===== src/shared/bfp_pkg.sv =====
/*
 * Constants for the buck fault protection sequencer: clock rate, switching
 * period, duty limit, protection and soft-start timing, counter widths.
 * Assumes a 200 MHz system clock and a 300 kHz switching rate.
 */
package bfp_pkg;
    // clock and switching rate
    localparam int CLK_HZ = 200_000_000;
    localparam int FSW_HZ = 300_000;
    localparam int CLK_PER_US = CLK_HZ / 1_000_000;
    localparam int SAW_W = 10;
    localparam int SAW_PERIOD = CLK_HZ / FSW_HZ;
    // duty limit
    localparam int DUTY_MAX_PCT = 80;
    localparam int DUTY_MAX_CNT = SAW_PERIOD * DUTY_MAX_PCT / 100;
    // fault off wait in switching cycles
    localparam int FAULT_WAIT_SW = 2048;
    localparam int SW_CNT_W = 11;
    // typical hiccup repetition, informative only
    localparam int HICCUP_PERIOD_US = 13_600;
    // soft-start ramp length, rounded down to cycles
    localparam int SS_TIME_US = 5_100;
    localparam int SS_CYCLES = SS_TIME_US * CLK_PER_US;
    // threshold setting phase, least time taken, rounded up
    localparam int OCSET_MIN_US = 5_500;
    localparam int OCSET_MAX_US = 6_500;
    localparam int OCSET_CYCLES = OCSET_MIN_US * CLK_PER_US;
    localparam int TMR_W = 21;
    // soft-start reference word
    localparam int REF_W = 8;
    localparam logic [REF_W-1:0] REF_FULL = 8'hFF;
    localparam logic [REF_W-1:0] REF_ZERO = 8'h00;
    localparam int STEP_W = 12;
    // synchroniser depth is two flops for each comparator flag
    localparam int FLAG_N = 3;
    localparam int FLAG_SUP = 0;
    localparam int FLAG_LOW = 1;
    localparam int FLAG_HIGH = 2;

    typedef enum logic [2:0] {
        BFP_LOCKOUT,
        BFP_OCSET,
        BFP_SOFTSTART,
        BFP_RUN,
        BFP_FAULT_OFF
    } bfp_state_t;
endpackage


===== src/bfp_pwm.sv =====
/*
 * Sawtooth counter and PWM comparator with duty clamp.
 * Assumes the error level word is on the same clock as the counter.
 */
`timescale 1ns/1ps
module bfp_pwm import bfp_pkg::*; #(
    parameter int PERIOD = SAW_PERIOD,
    parameter int DUTY_MAX = DUTY_MAX_CNT
) (
    // clock and reset
    input wire logic clk_i,
    input wire logic nrst_i,
    // error level
    input wire logic [SAW_W-1:0] level_i,
    // pwm and switching tick
    output logic pwm_o,
    output logic tick_o
);
    logic [SAW_W-1:0] cnt_ff;

    // saturation never pushes duty past the limit
    function automatic logic [SAW_W-1:0] bfp_clamp(input logic [SAW_W-1:0] lvl);
        logic [SAW_W-1:0] lim;
        lim = SAW_W'(DUTY_MAX);
        bfp_clamp = (lvl > lim) ? lim : lvl;
    endfunction

    // sawtooth ramp, one wrap per switching cycle
    always_ff @(posedge clk_i or negedge nrst_i) begin
        if (!nrst_i) begin
            cnt_ff <= '0;
            tick_o <= 1'b0;
        end else if (cnt_ff == SAW_W'(PERIOD - 1)) begin
            cnt_ff <= '0;
            tick_o <= 1'b1;
        end else begin
            cnt_ff <= cnt_ff + SAW_W'(1);
            tick_o <= 1'b0;
        end
    end

    // high while ramp is below the error level
    always_ff @(posedge clk_i or negedge nrst_i) begin
        if (!nrst_i) begin
            pwm_o <= 1'b0;
        end else begin
            pwm_o <= (cnt_ff < bfp_clamp(level_i));
        end
    end
endmodule


===== src/bfp_sequencer.sv =====
/*
 * Protection and restart sequencer of a single-phase buck controller:
 * supply lockout, threshold setting wait, soft-start ramp, low output
 * hiccup, high output override and the gate enables.
 * Assumes comparator flags arrive asynchronously from analog circuits and
 * the error level word is produced on clk_i.
 */
`timescale 1ns/1ps
module bfp_sequencer import bfp_pkg::*; #(
    parameter int SS_CYCLES_P = SS_CYCLES,
    parameter int OCSET_CYCLES_P = OCSET_CYCLES,
    parameter int FAULT_WAIT_P = FAULT_WAIT_SW
) (
    // clock and reset
    input wire logic clk_i,
    input wire logic nrst_i,
    // comparator flags, asynchronous
    input wire logic supply_ok_i,
    input wire logic low_output_fault_i,
    input wire logic high_output_fault_i,
    // error amplifier level
    input wire logic [SAW_W-1:0] error_amp_i,
    // gate enables
    output logic high_side_gate_o,
    output logic low_side_gate_o,
    // soft-start reference and status
    output logic [REF_W-1:0] ss_ref_o,
    output logic soft_start_o,
    output logic fault_off_o
);
    localparam int SS_STEP_RAW = SS_CYCLES_P / int'(REF_FULL);
    localparam int SS_STEP = (SS_STEP_RAW < 1) ? 1 : SS_STEP_RAW;

    bfp_state_t state_ff;
    logic [FLAG_N-1:0] sync1_ff;
    logic [FLAG_N-1:0] sync2_ff;
    logic [TMR_W-1:0] tmr_ff;
    logic [SW_CNT_W-1:0] sw_cnt_ff;
    logic [STEP_W-1:0] step_ff;
    logic hs_seen_ff;
    logic pwm;
    logic sw_tick;
    logic sup_s;
    logic uv_s;
    logic ov_s;
    logic ss_done;
    logic guard_on;
    logic nxt_hs;
    logic nxt_ls;

    // two-flop synchronisers; only the second stage is looked at
    always_ff @(posedge clk_i or negedge nrst_i) begin
        if (!nrst_i) begin
            sync1_ff <= '0;
            sync2_ff <= '0;
        end else begin
            sync1_ff <= {high_output_fault_i, low_output_fault_i, supply_ok_i};
            sync2_ff <= sync1_ff;
        end
    end

    assign sup_s = sync2_ff[FLAG_SUP];
    assign uv_s = sync2_ff[FLAG_LOW];
    assign ov_s = sync2_ff[FLAG_HIGH];
    assign ss_done = (ss_ref_o == REF_FULL) && (step_ff == STEP_W'(SS_STEP - 1));
    // guard is armed once threshold setting is over
    assign guard_on = (state_ff != BFP_LOCKOUT) && (state_ff != BFP_OCSET);

    bfp_pwm #(
        .PERIOD(SAW_PERIOD),
        .DUTY_MAX(DUTY_MAX_CNT)
    ) u_pwm (
        .clk_i(clk_i),
        .nrst_i(nrst_i),
        .level_i(error_amp_i),
        .pwm_o(pwm),
        .tick_o(sw_tick)
    );

    // sequencing state and its timers
    always_ff @(posedge clk_i or negedge nrst_i) begin
        if (!nrst_i) begin
            state_ff <= BFP_LOCKOUT;
            tmr_ff <= '0;
            sw_cnt_ff <= '0;
        end else if (!sup_s) begin
            state_ff <= BFP_LOCKOUT;
            tmr_ff <= '0;
            sw_cnt_ff <= '0;
        end else begin
            case (state_ff)
                BFP_LOCKOUT: begin
                    state_ff <= BFP_OCSET;
                    tmr_ff <= '0;
                end
                BFP_OCSET: begin
                    // fixed at the least time of the window
                    if (tmr_ff == TMR_W'(OCSET_CYCLES_P - 1)) begin
                        state_ff <= BFP_SOFTSTART;
                        tmr_ff <= '0;
                    end else begin
                        tmr_ff <= tmr_ff + TMR_W'(1);
                    end
                end
                BFP_SOFTSTART: begin
                    // low output flag not looked at here
                    if (ss_done) begin
                        state_ff <= BFP_RUN;
                    end
                end
                BFP_RUN: begin
                    if (uv_s) begin
                        state_ff <= BFP_FAULT_OFF;
                        sw_cnt_ff <= '0;
                    end
                end
                BFP_FAULT_OFF: begin
                    // counted in switching cycles; returns to soft-start each time
                    if (sw_tick) begin
                        if (sw_cnt_ff == SW_CNT_W'(FAULT_WAIT_P - 1)) begin
                            state_ff <= BFP_SOFTSTART;
                            sw_cnt_ff <= '0;
                        end else begin
                            sw_cnt_ff <= sw_cnt_ff + SW_CNT_W'(1);
                        end
                    end
                end
                default: begin
                    state_ff <= BFP_LOCKOUT;
                end
            endcase
        end
    end

    // reference ramp; a step counter avoids a divider
    always_ff @(posedge clk_i or negedge nrst_i) begin
        if (!nrst_i) begin
            ss_ref_o <= REF_ZERO;
            step_ff <= '0;
        end else if (state_ff == BFP_SOFTSTART) begin
            if (step_ff == STEP_W'(SS_STEP - 1)) begin
                step_ff <= '0;
                if (ss_ref_o != REF_FULL) begin
                    ss_ref_o <= ss_ref_o + REF_W'(1);
                end
            end else begin
                step_ff <= step_ff + STEP_W'(1);
            end
        end else if (state_ff == BFP_RUN) begin
            ss_ref_o <= REF_FULL;
            step_ff <= '0;
        end else begin
            ss_ref_o <= REF_ZERO;
            step_ff <= '0;
        end
    end

    // low side held off in soft-start until high side first switches, unless the high output override forces it on
    always_ff @(posedge clk_i or negedge nrst_i) begin
        if (!nrst_i) begin
            hs_seen_ff <= 1'b0;
        end else if (state_ff == BFP_SOFTSTART) begin
            hs_seen_ff <= hs_seen_ff | pwm;
        end else if (state_ff != BFP_RUN) begin
            hs_seen_ff <= 1'b0;
        end
    end

    // gate source selection, high output override last so it wins
    always_comb begin
        nxt_hs = 1'b0;
        nxt_ls = 1'b0;
        case (state_ff)
            BFP_SOFTSTART: begin
                nxt_hs = pwm;
                nxt_ls = !pwm && hs_seen_ff;
            end
            BFP_RUN: begin
                nxt_hs = pwm;
                nxt_ls = !pwm;
            end
            default: begin
                nxt_hs = 1'b0;
                nxt_ls = 1'b0;
            end
        endcase
        if (ov_s && guard_on) begin
            nxt_hs = 1'b0;
            nxt_ls = 1'b1;
        end
    end

    // registered gates; both come from one decision so never overlap
    always_ff @(posedge clk_i or negedge nrst_i) begin
        if (!nrst_i) begin
            high_side_gate_o <= 1'b0;
            low_side_gate_o <= 1'b0;
            soft_start_o <= 1'b0;
            fault_off_o <= 1'b0;
        end else begin
            high_side_gate_o <= nxt_hs;
            low_side_gate_o <= nxt_ls;
            soft_start_o <= (state_ff == BFP_SOFTSTART);
            fault_off_o <= (state_ff == BFP_FAULT_OFF);
        end
    end
endmodule


===== config.mk =====
export PLATFORM = sky130hd
export DESIGN_NAME = bfp_sequencer
export DESIGN_NICKNAME = d
export VERILOG_FILES = /design/src/shared/bfp_pkg.sv /design/src/bfp_pwm.sv /design/src/bfp_sequencer.sv
export SDC_FILE = /design/constraint.sdc
export NUM_CORES = 1
export LEC_CHECK = 0
export BUFFER_PORTS_ARGS = -buffer_cell sky130_fd_sc_hd__buf_4
export CORE_UTILIZATION = 50
export CTS_CLUSTER_SIZE = 16
export DETAILED_ROUTE_END_ITERATION = 7
export GPL_TIMING_DRIVEN = 0
export PLACE_DENSITY_LB_ADDON = 0.05
export SLEW_MARGIN = 20
export SYNTH_ARGS = -nofsm -noshare
export SYNTH_HDL_FRONTEND = slang
export SYNTH_SLANG_ARGS = --single-unit

===== constraint.sdc =====
create_clock -name clk_i -period 2.4 [get_ports clk_i]
set_input_delay 0.12 -clock clk_i [delete_from_list [all_inputs] [get_ports clk_i]]
set_output_delay 0.12 -clock clk_i [all_outputs]
set_load 0.02 [all_outputs]

Word level (Yosys, flattened, before mapping):

Index checks and enable logic that the tools add are counted.

* divide/modulo/power cells: 0
* equal/unequal tests: 21
* reduce and logical (&&, ||, !) cells: 12
* bitwise gates (word level): 1
* multiplexer cells: 30
* add/subtract/negate cells: 5
* shifts and indexed selects: 0
* order comparisons: 2
* $mul: 0

Operator list (number)
* 2-to-1 mux 11 bit: 4
* 2-to-1 mux 21 bit: 2
* one-hot mux 21 bit (2 select lines): 1
* 2-to-1 mux 8 bit: 4
* 2-to-1 mux 12 bit: 2
* one-hot mux 11 bit (2 select lines): 1
* adder 21 x 1 -> 21 bit (second input constant): 1
* == test 21 bit (second input constant): 1
* 2-to-1 mux 10 bit: 2
* 2-to-1 mux 3 bit: 6
* one-hot mux 3 bit (5 select lines): 1
* adder 12 x 1 -> 12 bit (second input constant): 1
* == test 12 bit (second input constant): 1
* != test 3 bit (second input constant): 4
* adder 11 x 1 -> 11 bit (second input constant): 1
* == test 11 bit (second input constant): 1
* adder 10 x 1 -> 10 bit (second input constant): 1
* == test 10 bit (second input constant): 1
* greater-than comparator 10 bit (second input constant): 1
* < comparator 10 bit: 1
* != test 3 x 1 -> 1 bit (second input constant): 3
* adder 8 x 1 -> 8 bit (second input constant): 1
* == test 8 bit (second input constant): 1
* != test 8 bit (second input constant): 1
* 17 further kinds: 28

* logic and storage cells: 86
* ROM bits: 0
* input port bits: 15
* latch bits: 0
* memory bits (writable): 0
* memories: 0
* flip-flop bits (word level): 78

Longest topological paths before layout:

Gate-level depths: netlist of the first run.

* word-level depth: 5
* gate-level depth with buffers: 10

Cells and area by module:

From an unflattened synthesis of the first run, not the netlist that was laid out.

* cells, all modules: 420
* area, all modules: 4093.9 µm²

By module, submodules not included
* bfp_sequencer: cells each 335, sequential area each 1651.6 µm², area each 3276.9 µm², times used 1
* bfp_pwm: cells each 85, sequential area each 300.3 µm², area each 817.0 µm², times used 1

Worst setup path before layout of the first run:

Ideal clock, no wire load.

* path kind: flip-flop to flip-flop
* from: register sw_cnt_ff[0]
* to: register state_ff[2]
* setup slack: 391 ps
* data required time: 2275 ps
* arrival time: 1884 ps
* setup time: 125 ps
* buffers on the path: 0
* stages on the path, launching flop included: 7
* cells stage by stage: dfrtp_1 -> ha_1 -> nand3_1 -> nor4_1 -> nor2_1 -> a21o_1 -> mux2_2

* cells in the longest elaborated chain, start to end: 3

Ends and longest elaborated chain
* start: declaration: RTL line bfp_sequencer.sv:38 `logic [SW_CNT_W-1:0] sw_cnt_ff;`
* start signal: assignment: RTL line bfp_sequencer.sv:124 `sw_cnt_ff <= sw_cnt_ff + SW_CNT_W'(1);`
* == test 11 bit: RTL line bfp_sequencer.sv:120 `if (sw_cnt_ff == SW_CNT_W'(FAULT_WAIT_P - 1)) begin`
* != test 3 bit (no source line)
* AND reduction 5 bit (no source line)
* end signal: assignment: RTL line bfp_sequencer.sv:113 `state_ff <= BFP_FAULT_OFF;`
* end signal: assignment: RTL line bfp_sequencer.sv:121 `state_ff <= BFP_SOFTSTART;`
* end signal: assignment: RTL line bfp_sequencer.sv:129 `state_ff <= BFP_LOCKOUT;`
* end: declaration: RTL line bfp_sequencer.sv:34 `bfp_state_t state_ff;`

Every way passes these cells.
A chain may end at the register's enable or synchronous reset.

Worst setup path in the final report of the first run:

Same ends and word-level chain as after synthesis.

==> summary.md, run 1 <==
| Metric | Value |
|---|---|
| CP Cell Sequence | ha_1 > nand3_1 > nor4_2 > nor2_2 > a21o_1 > mux2_2 |
| Vias | around 3300 |
| Max Freq | 454.4 MHz |
| Initial DRC Count | around 120 |
| Clk sinks | 78 |
| Top_reg_cell synth | dfrtp_1 |
| Post-DR vias/cell | 5.764 |
| Synth area leaders | dfrtp_1 (48%), ha_1 (4.6%), nand2_1 (4.4%) |
| Register bit total from synthesis | 78 |
| IO Pins | 27 |
| Startpoint Class | flip-flop |
| Die Wd | 91.98 um |
| Hold depth | 3 |
| Crit-path max cell delay | 0.56 ns |
| Maximum VDD drop | a little under 0.6 mV |
| Post-CTS Setup Bufs | 0 |
| Effective utilization at floorplan | between 50% and 60% |
| Worst EP required | 2.65 ns |
| Final Max Tran Viols | 0 |
| Placed Instance Area | 4377 um2 |
| CP Max Fanout | 9 |
| Root Driver | clkbuf_8 |
| Clk slew on worst S/H paths | 0.08 ns |
| WP data arrival | ~2.5 ns |
| Post-route cell area | 4639 um2 |
| TritonRoute pass-1 iters | 4 |
| Worst-case reg-to-reg path depth | 6 |
| Core Box Area | 7767 um2 |
| Synth Area per Inst | 9.305 um2 |
| Worst hold margin | 0.05780 ns |
| Synth Cell Area | about 4000 um2 |
| Final Core Density | 59.73% |
| Worst-Margin Slew | 0.9747 ns |
| Min-delay worst type | input pin to flip-flop |
| CTS buffer count | 9 |
| Final Setup Violations | 0 |
| Synth Warn # | 0 |
| Num rows | 32 |
| Worst-skew pair later-pin latency | 0.35 ns |
| Worst slew margin | between 30% and 40% |
| Commonest non-fill, non-tap cells in the layout | dfrtp_1 (78), nand2_1 (47), nor2_1 (41) |
| Vias in the first global route | 3155 |
| Drt wl/cell | 14.20 um |
| Antenna Cells | 0 |
| CTS Buffer Depth | 2 |
| Lkg Pwr | 1.993 nW |
| Yosys top cell area share | 48.22% |
| Run status | complete, no violations |
| Yosys cell types | 48 |
| Asr flop ratio synth | 100.0% |
| HPWL after DPL | 5.592 mm |
| Port Buffer Count | 26 |
| Reported max-cap violation count | 0 |
| CP max stage cell | nor4_2 |
| Seq/Total Area, Yosys | 48.22% |
| Chip height | 91.98 um |
| Commonest non-fill, non-tap cell in the layout | dfrtp_1 |
| Mapped Cells | 435 |
| Share of layout cells above drive strength 1 | 11.27% |
| CTS H-tree lvls | 3 |
| First-pass GRT wire length | 14.55 mm |
| Tmin final | roughly 2.2 ns |
| Power Dens Cells | 732.9 nW/um2 |
| Clock Skew | 0.01218 ns |
| Number of synthesized flops with an enable pin | 0 |
| Syn Nets | ~470 |
| DIE AREA | 8459 um2 |
| TritonCTS clock tree | yes |
| RSZ-0062 raised after global routing | no |
| GP Congestion | 0.8235 |
| Final WL | 8.250 mm |
| DR DRC count | 0 |
| Total global routing overflow | 0 |
| Final Cycle Share | about 92% |
| Nets | 506 |
| ANT nets after route | 0 |
| Fin. Hold Viols | 0 |
| Initial antenna violation count | 0 |
| Area growth, synth to finish | 14.62% |
| Setup crit end kind | flip-flop |
| Reg2Reg Setup Slack | about 0.2 ns |
| Kind of critical path | flip-flop to flip-flop |
| Dominant cell type by area after synthesis | dfrtp_1 |
| Largest net degree at the start of global routing | 79 |
| Total track usage | 21.53% |
final timing paths:
path	end	from
setup / recovery	state_ff[2]$_DFFE_PN0P_	sw_cnt_ff[0]$_DFFE_PN0P_
setup reg to reg	state_ff[2]$_DFFE_PN0P_	sw_cnt_ff[0]$_DFFE_PN0P_
hold reg to reg	sync2_ff[1]$_DFF_PN0_	sync1_ff[1]$_DFF_PN0_
max in group asynchronous	fault_off_o$_DFF_PN0_	nrst_i
hold / removal	u_pwm.pwm_o$_DFF_PN0_	error_amp_i[0]
min in group asynchronous	sw_cnt_ff[6]$_DFFE_PN0P_	nrst_i
final cells by class:
type                       instances  area, um2
timing repair buffer              30      235.2
sequential                        78       1952
inverter                          11      41.29
clock inverter                     4      72.57
multi-input combinational        332       2014
fill                             718       3128
tap                              102      127.6
buffer                            14      58.81
clock buffer                      10      137.6
timing repair:
action / in CTS / in global routing
endpoints found under the setup margin: 2 / 14
hold buffers: 4 / 0
endpoints found under the hold margin: 81 / 0
gates resized for setup: 1 / 7
pin swaps: 0 / 0
state kept, by name, indices dropped and copies added (netlist names), 3 cells and up:
name / cells
u_pwm.cnt_ff: 10
state_ff: 3
ss_ref_o: 8
tmr_ff: 21
step_ff: 12
sw_cnt_ff: 11
sync2_ff: 3
sync1_ff: 3
logic make-up (layout without fill, tap and decap cells):
kind of cell    Yosys count  in the layout  synth area share (%)
fa+ha+maj                15             15                 4.637
mux                       3              3                0.7728
flops                    78             78                 48.22
compound gates           92             92                 13.79
xor+xnor                 26             26                 5.626
simple gates            196            196                 24.58
buf+inv                  25             69                 2.380
metrics by stage:
stage                     power [mW]  std cells  setup WS, ns   TNS, ns
after global routing           3.599        581       0.03233         0
after global placement         2.344        563      -0.04120  -0.04120
after detailed placement       2.360        563       -0.1084   -0.1084
final                          3.400        581        0.1992         0
after floorplan                2.063        435        0.3912         0
after CTS                      3.438        581       0.08293         0
per-layer routing:
layer	track usage (%)	routed length, um
met1	29.80	4064
met2	33.77	3790
met3	4.229	314
met4	7.682	81
met5	0	0
critical path: cells and delay by family (launching register included):
family	cells	cell delay, ns
AO/OA/AOI/OAI	1	0.24
adder cells (fa/ha/maj)	1	0.21
flip-flops	1	0.42
multiplexers	1	0.28
AND/OR/NAND/NOR	3	0.95
power by group:
part	internal (mW)	switching, mW
combinational	0.290	0.516
sequential	1.42	0.108
clock	0.601	0.462
cells in the mapped netlist (2+ instances only):
master and count:
o21ai_0 17, a21o_1 10, o21ai_1 2, mux2i_1 2
nor2_1 42, dfrtp_1 78, buf_1 2, or4_1 3
clkbuf_1 10, xnor2_1 16, buf_2 2, and3_1 9
nand4_1 11, nor3_1 14, a41oi_1 3, nor4_1 9
inv_1 10, ha_1 15, or3_1 6, nand2_1 47
nand2b_1 3, xor2_1 10, and2_1 2, nor3b_1 4
o21a_1 2, o21bai_1 2, o211ai_1 3, a21oi_1 28
a31oi_1 20, nand3_1 35
(Power assumes the default switching activity.)
==> run 2, diff against run 1 <==
--- a/config.mk
+++ b/config.mk
@@ -10,7 +10,7 @@
 export CTS_CLUSTER_SIZE = 16
 export DETAILED_ROUTE_END_ITERATION = 7
 export GPL_TIMING_DRIVEN = 0
-export PLACE_DENSITY_LB_ADDON = 0.05
+export PLACE_DENSITY = 0.68
 export SLEW_MARGIN = 20
 export SYNTH_ARGS = -nofsm -noshare
 export SYNTH_HDL_FRONTEND = slang
==> run 2 against run 1 <==
Against the previous run: global-route usage down 0.064 points; via count down 0.48%; die area unchanged; routed wire length up 1.4%; power up 5.4%; non-clock buffer count up 1; combinational power up 2%; clock-buffer cell count unchanged; sequential cell count unchanged; critical endpoint unchanged; final cell count up 0.52%; register-to-register slack worse by 0.03 ns.
==> summary.md, run 2 (synthesis gave the netlist of run 1 again) <==
| Metric | Value |
|---|---|
| Run status | complete, no violations (unchanged) |
| WP data arrival | 2.46 ns (was 2.45 ns) |
| Commonest non-fill, non-tap cell in the layout | dfrtp_1 (unchanged) |
| Antenna Cells | 0 (unchanged) |
| Clock Skew | 0.01402 ns (was 0.01218 ns) |
| Total global routing overflow | 0 (unchanged) |
| Clk sinks | 78 (unchanged) |
| Total power | 3.585 mW (was 3.400 mW) |
| Metal2 WL | 4.012 mm (was 3.790 mm) |
| Fin. Hold Viols | 0 (unchanged) |
| Reg area | 1952 um2 (unchanged) |
| CP bufs+invs | 0 (unchanged) |
| Crit-path max cell delay | 0.63 ns (was 0.56 ns) |
| Num rows | 32 (unchanged) |
| DIE AREA | 8459 um2 (unchanged) |
| Share of layout cells above drive strength 1 | 11.83% (was 11.27%) |
| Cell family with most CP delay | simple AND/OR/NAND/NOR gates (unchanged) |
| CTS Buffer Depth | 2 (unchanged) |
| Tmin final | 2.234 ns (was 2.201 ns) |
| Maximum VDD drop | 0.6367 mV (was 0.5847 mV) |
| Met3 WL | 242 um (was 314 um) |
| Final Cycle Share | 93.10% (was 91.70%) |
| WL met1 | 4.028 mm (was 4.064 mm) |
| Die Wd | 91.98 um (unchanged) |
| Reported max-cap violation count | 0 (unchanged) |
| Total track usage | 21.47% (was 21.53%) |
| Min-delay worst type | input pin to flip-flop (unchanged) |
| HPWL after DPL | 5.735 mm (was 5.592 mm) |
| Nets | 507 (was 506) |
| Area growth, synth to finish | 16.51% (was 14.62%) |
| Worst slew margin | 45.60% (was 35.02%) |
| Startpoint Class | flip-flop (unchanged) |
| CP Max Fanout | 9 (unchanged) |
| Lkg Pwr | 2.029 nW (was 1.993 nW) |
| Max layer used | met4 (unchanged) |
| Commonest non-fill, non-tap cells in the layout | dfrtp_1 (78), nand2_1 (47), nor2_1 (41) (unchanged) |
| DR DRC count | 0 (unchanged) |
| Final Setup Violations | 0 (unchanged) |
| Initial antenna violation count | 0 (unchanged) |
| Largest net degree at the start of global routing | 79 (unchanged) |
| Core Box Area | 7767 um2 (unchanged) |
| Worst EP required | 2.63 ns (was 2.65 ns) |
| Most flop-heavy register | tmr_ff (unchanged) |
| Filler Cell Count | 689 (was 718) |
| First-pass GRT wire length | 14.50 mm (was 14.55 mm) |
| Setup crit end kind | flip-flop (unchanged) |
| Final WL | 8.369 mm (was 8.250 mm) |
| Chip height | 91.98 um (unchanged) |
| GP Congestion | 0.7976 (was 0.8235) |
| RSZ-0062 raised after global routing | no (unchanged) |
| Post-CTS Setup Bufs | 0 (unchanged) |
| Post-DR vias/cell | 5.707 (was 5.764) |
| ANT nets after route | 0 (unchanged) |
| CP max stage cell | nor4_2 (unchanged) |
| Worst-skew pair later-pin latency | 0.35 ns (about the same) |
| Largest register FFs | 21 (unchanged) |
| Drt wl/cell | 14.33 um (was 14.20 um) |
| Max Freq | 447.6 MHz (was 454.4 MHz) |
| TritonCTS clock tree | yes (unchanged) |
| Clk slew on worst S/H paths | 0.08 ns (about the same) |
| Top flop regs | tmr_ff (21), step_ff (12), sw_cnt_ff (11) (unchanged) |
| Root Driver | clkbuf_8 (unchanged) |
| Vias in the first global route | 3105 (was 3155) |
| IO Pins | 27 (unchanged) |
| CTS buffer count | 9 (unchanged) |
| Port Buffer Count | 26 (unchanged) |
| Multi-input logic area | 2019 um2 (was 2014 um2) |
| Final Max Tran Viols | 0 (unchanged) |
| Vias | 3333 (was 3349) |
| Effective utilization at floorplan | 52.11% (unchanged) |
| Kind of critical path | flip-flop to flip-flop (unchanged) |
| TritonRoute pass-1 iters | 4 (unchanged) |
| CTS H-tree lvls | 3 (unchanged) |
| Worst-Margin Slew | 0.8105 ns (was 0.9747 ns) |
| CP Cell Sequence | ha_1 > nand3_1 > nor4_2 > nor2_4 > a21o_1 > mux2_2 (was ha_1 > nand3_1 > nor4_2 > nor2_2 > a21o_1 > mux2_2) |
| Post-route cell area | 4716 um2 (was 4639 um2) |
| Initial DRC Count | 135 (was 119) |
| Worst hold margin | 0.08409 ns (was 0.05780 ns) |
| Power Dens Cells | 760.2 nW/um2 (was 732.9 nW/um2) |
| Placed Instance Area | 4377 um2 (unchanged) |
run 2: final cells by class:
cell class / instances / share of cell area, %
well taps: 102 / 2.706
flip-flops and latches: 78 / 41.39
plain buffers: 14 / 1.247
clock buffers: 10 / 2.919
repair buffers: 31 / 5.572
inverters: 11 / 0.8756
clock inverters: 6 / 2.468
multi-input cells: 332 / 42.82
run 2: worst paths after layout:
check / start / endpoint / slack (ns) / cells past startpoint
hold / removal: error_amp_i[0] / u_pwm.pwm_o$_DFF_PN0_ / 0.08 / 3
setup / recovery: sw_cnt_ff[0]$_DFFE_PN0P_ / state_ff[2]$_DFFE_PN0P_ / 0.17 / 6
max in group asynchronous: nrst_i / u_pwm.cnt_ff[0]$_DFF_PN0_ / 1.62 / 3
setup reg to reg: sw_cnt_ff[0]$_DFFE_PN0P_ / state_ff[2]$_DFFE_PN0P_ / 0.17 / 6
min in group asynchronous: nrst_i / sw_cnt_ff[5]$_DFFE_PN0P_ / 0.21 / 2
hold reg to reg: sync1_ff[1]$_DFF_PN0_ / sync2_ff[1]$_DFF_PN0_ / 0.35 / 0
run 2: through the flow:
step	std cells	setup WS [ns]	setup TNS [ns]	utilization, %
2_1_floorplan	435	0.3912	0	-
3_3_place_gp	563	-0.02379	-0.02379	56.27
3_5_place_dp	563	-0.05660	-0.05660	56.35
4_1_cts	583	0.06121	0	60.21
5_1_grt	584	0.03936	0	60.71
6_report	584	0.1657	0	60.71
run 2: repair_timing:
action                                  CTS  global route
gates resized for setup                   1             8
gates cloned                              0             0
endpoints found under the setup margin    1            11
hold buffers                              4             0
hold endpoints to repair                 81             0
run 2: metal layers:
layer	track usage, %	up-vias
met5	0	-
met2	34.33	46
li1	-	1670
met4	7.161	0
met1	29.83	1611
met3	3.483	6
run 2: report_power, final:
| part | total (mW) | internal (mW) | switching [mW] |
|---|---|---|---|
| Clock | 1.23 | 0.727 | 0.501 |
| Sequential | 1.53 | 1.42 | 0.112 |
| Combinational | 0.822 | 0.297 | 0.526 |
run 2: worst min-delay path, cell delays in order:
cell and delay (ns):
buf_4 0.11, nand3_1 0.07, a21oi_1 0.08
==> run 3, diff against run 2 <==
--- a/config.mk
+++ b/config.mk
@@ -10,7 +10,7 @@
 export CTS_CLUSTER_SIZE = 16
 export DETAILED_ROUTE_END_ITERATION = 7
 export GPL_TIMING_DRIVEN = 0
-export PLACE_DENSITY = 0.68
+export PLACE_DENSITY = 0.74
 export SLEW_MARGIN = 20
 export SYNTH_ARGS = -nofsm -noshare
 export SYNTH_HDL_FRONTEND = slang
==> run 3 against run 2 <==
Against the previous run: via count is 0.54% higher; final cell count is 0.17% lower; critical path type unchanged; critical path depth is 1 lower; register-to-register slack better by 0.05 ns; sequential share of layout area is 0.69 points higher; largest power group unchanged; die area stayed put; sequential cell count stayed put; design area is 1.6% lower; routed wire length is 1.5% lower.
==> summary.md, run 3 (synthesis gave the netlist of run 1 again) <==
| Metric | Value |
|---|---|
| Final Core Density | 59.71% (was 60.71%) |
| Vias in the first global route | 3170 (was 3105) |
| Initial DRC Count | 199 (was 135) |
| Num rows | 32 (unchanged) |
| Antenna Cells | 0 (unchanged) |
| Worst-case reg-to-reg path depth | 5 (was 6) |
| Reported max-cap violation count | 0 (unchanged) |
| Reg area | 1952 um2 (unchanged) |
| Clock Skew | 0.01016 ns (was 0.01402 ns) |
| Multi-input logic area | 2023 um2 (was 2019 um2) |
| Worst EP required | 2.67 ns (was 2.63 ns) |
| Commonest non-fill, non-tap cells in the layout | dfrtp_1 (78), nand2_1 (47), nor2_1 (41) (unchanged) |
| Initial antenna violation count | 0 (unchanged) |
| Filler Cell Count | 703 (was 689) |
| Final setup margin | 0.2185 ns (was 0.1657 ns) |
| Reg2Reg Setup Slack | 0.22 ns (was 0.17 ns) |
| Min-delay worst type | input pin to flip-flop (unchanged) |
| Most flop-heavy register | tmr_ff (unchanged) |
| HPWL after DPL | 5.713 mm (was 5.735 mm) |
| Hold depth | 3 (unchanged) |
| Nets | 506 (was 507) |
| TritonCTS clock tree | yes (unchanged) |
| Vias | 3351 (was 3333) |
| First-pass GRT wire length | 14.59 mm (was 14.50 mm) |
| CTS Buffer Depth | 2 (unchanged) |
| Lkg Pwr | 2.002 nW (was 2.029 nW) |
| DR DRC count | 0 (unchanged) |
| GRT Max-Usage Layer | met2 (unchanged) |
| CP max stage cell | or4b_4 (was nor4_2) |
| Root Driver | clkbuf_8 (unchanged) |
| Cell family with most CP delay | simple AND/OR/NAND/NOR gates (unchanged) |
| Setup WS pre-CTS | -0.05364 ns (was -0.05660 ns) |
| Tmin final | 2.181 ns (was 2.234 ns) |
| Worst slew margin | 35.58% (was 45.60%) |
| Met2 usage | 33.71% (was 34.33%) |
| Die Wd | 91.98 um (unchanged) |
| WP data arrival | 2.45 ns (was 2.46 ns) |
| CP Max Fanout | 6 (was 9) |
| Worst-Margin Slew | 0.9663 ns (was 0.8105 ns) |
| Share of layout cells above drive strength 1 | 11.43% (was 11.83%) |
| Met3 GRT Util | 3.731% (was 3.483%) |
| TritonRoute pass-1 iters | 4 (unchanged) |
| Worst-skew pair later-pin latency | 0.34 ns (was 0.35 ns) |
| Final Max Tran Viols | 0 (unchanged) |
| Total track usage | 21.48% (was 21.47%) |
| Post-route cell area | 4638 um2 (was 4716 um2) |
| Drt wl/cell | 14.15 um (was 14.33 um) |
| Post-DR vias/cell | 5.748 (was 5.707) |
| IO Pins | 27 (unchanged) |
| Largest register FFs | 21 (unchanged) |
| CTS buffer count | 9 (unchanged) |
| CP bufs+invs | 0 (unchanged) |
| Final Setup Violations | 0 (unchanged) |
| Clk slew on worst S/H paths | 0.08 ns (about the same) |
| Fin. Hold Viols | 0 (unchanged) |
| ANT nets after route | 0 (unchanged) |
| Chip height | 91.98 um (unchanged) |
| Worst path depth | 5 (was 6) |
| Run status | complete, no violations (unchanged) |
| Setup crit end kind | flip-flop (unchanged) |
| Largest net degree at the start of global routing | 79 (unchanged) |
| RSZ-0062 raised after global routing | no (unchanged) |
| Max Freq | 458.4 MHz (was 447.6 MHz) |
| Final Cycle Share | 90.89% (was 93.10%) |
| Total global routing overflow | 0 (unchanged) |
| Startpoint Class | flip-flop (unchanged) |
| Clk sinks | 78 (unchanged) |
| Power Dens Cells | 718.0 nW/um2 (was 760.2 nW/um2) |
| Effective utilization at floorplan | 52.11% (unchanged) |
| Crit-path max cell delay | 0.55 ns (was 0.63 ns) |
| DIE AREA | 8459 um2 (unchanged) |
| Met1 Use GR | 30.43% (was 29.83%) |
| Final WL | 8.247 mm (was 8.369 mm) |
| Maximum VDD drop | 0.5975 mV (was 0.6367 mV) |
| Commonest non-fill, non-tap cell in the layout | dfrtp_1 (unchanged) |
| CP Cell Sequence | or4b_4 > nor4_4 > a21oi_1 > or4_1 > o21ai_1 (was ha_1 > nand3_1 > nor4_2 > nor2_4 > a21o_1 > mux2_2) |
| Core Box Area | 7767 um2 (unchanged) |
| Kind of critical path | flip-flop to flip-flop (unchanged) |
| CTS H-tree lvls | 3 (unchanged) |
| Port Buffer Count | 26 (unchanged) |
| Top flop regs | tmr_ff (21), step_ff (12), sw_cnt_ff (11) (unchanged) |
| Placed Instance Area | 4370 um2 (was 4377 um2) |
| Area growth, synth to finish | 14.59% (was 16.51%) |
| GP Congestion | 0.8336 (was 0.7976) |
[run 3: report_power, final]
part	internal (mW)	total, mW	switching [mW]
sequential	1.42	1.53	0.108
combinational	0.291	0.808	0.517
clock	0.509	0.991	0.482
[run 3: repair_timing]
item | CTS | global route
gates resized for setup | 1 | 8
endpoints found under the hold margin | 81 | 0
setup buffers | 0 | 0
hold buffers | 4 | 0
endpoints found under the setup margin | 1 | 18
[run 3: layout make-up]
cell class,instances,area share [%]
Clock buffer,11,3.048
Timing Repair Buffer,30,5.071
Buffer,14,1.268
Multi-Input combinational cell,332,43.62
Tap cell,102,2.752
Sequential cell,78,42.08
Clock inverter,5,1.268
Inverter,11,0.8902
[run 3: final timing paths]
check / start / to
max: tmr_ff[13]$_DFFE_PN0P_ / state_ff[1]$_DFFE_PN0P_
min: error_amp_i[0] / u_pwm.pwm_o$_DFF_PN0_
max reg2reg: tmr_ff[13]$_DFFE_PN0P_ / state_ff[1]$_DFFE_PN0P_
min reg2reg: sync1_ff[2]$_DFF_PN0_ / sync2_ff[2]$_DFF_PN0_
max in group asynchronous: nrst_i / sw_cnt_ff[9]$_DFFE_PN0P_
min in group asynchronous: nrst_i / sw_cnt_ff[1]$_DFFE_PN0P_
[run 3: worst reg2reg max path, cell delays in order (launching register included)]
cell and delay, ns:
dfrtp_1 0.45, or4b_4 0.55, nor4_4 0.31, a21oi_1 0.16
or4_1 0.52, o21ai_1 0.13
[run 3: layer usage]
metal  wire length [um]  part of all wire, %  up-vias
met4                 85                  1.0        0
met1               3990                   48     1604
met2               3893                   47       73
li1                   -                    -     1665
met3                278                  3.4        9
met5                  0                    0        -
[run 3: metrics by stage]
step / power (mW) / setup TNS [ns] / cells / hold slack [ns]
2_1_floorplan: 2.063 / 0 / 435 / -0.1756
3_3_place_gp: 2.334 / 0 / 563 / 0.2293
3_5_place_dp: 2.354 / -0.05364 / 563 / 0.2303
4_1_cts: 3.350 / 0 / 583 / 0.05475
5_1_grt: 3.521 / 0 / 583 / 0.05257
6_report: 3.330 / 0 / 583 / 0.05844
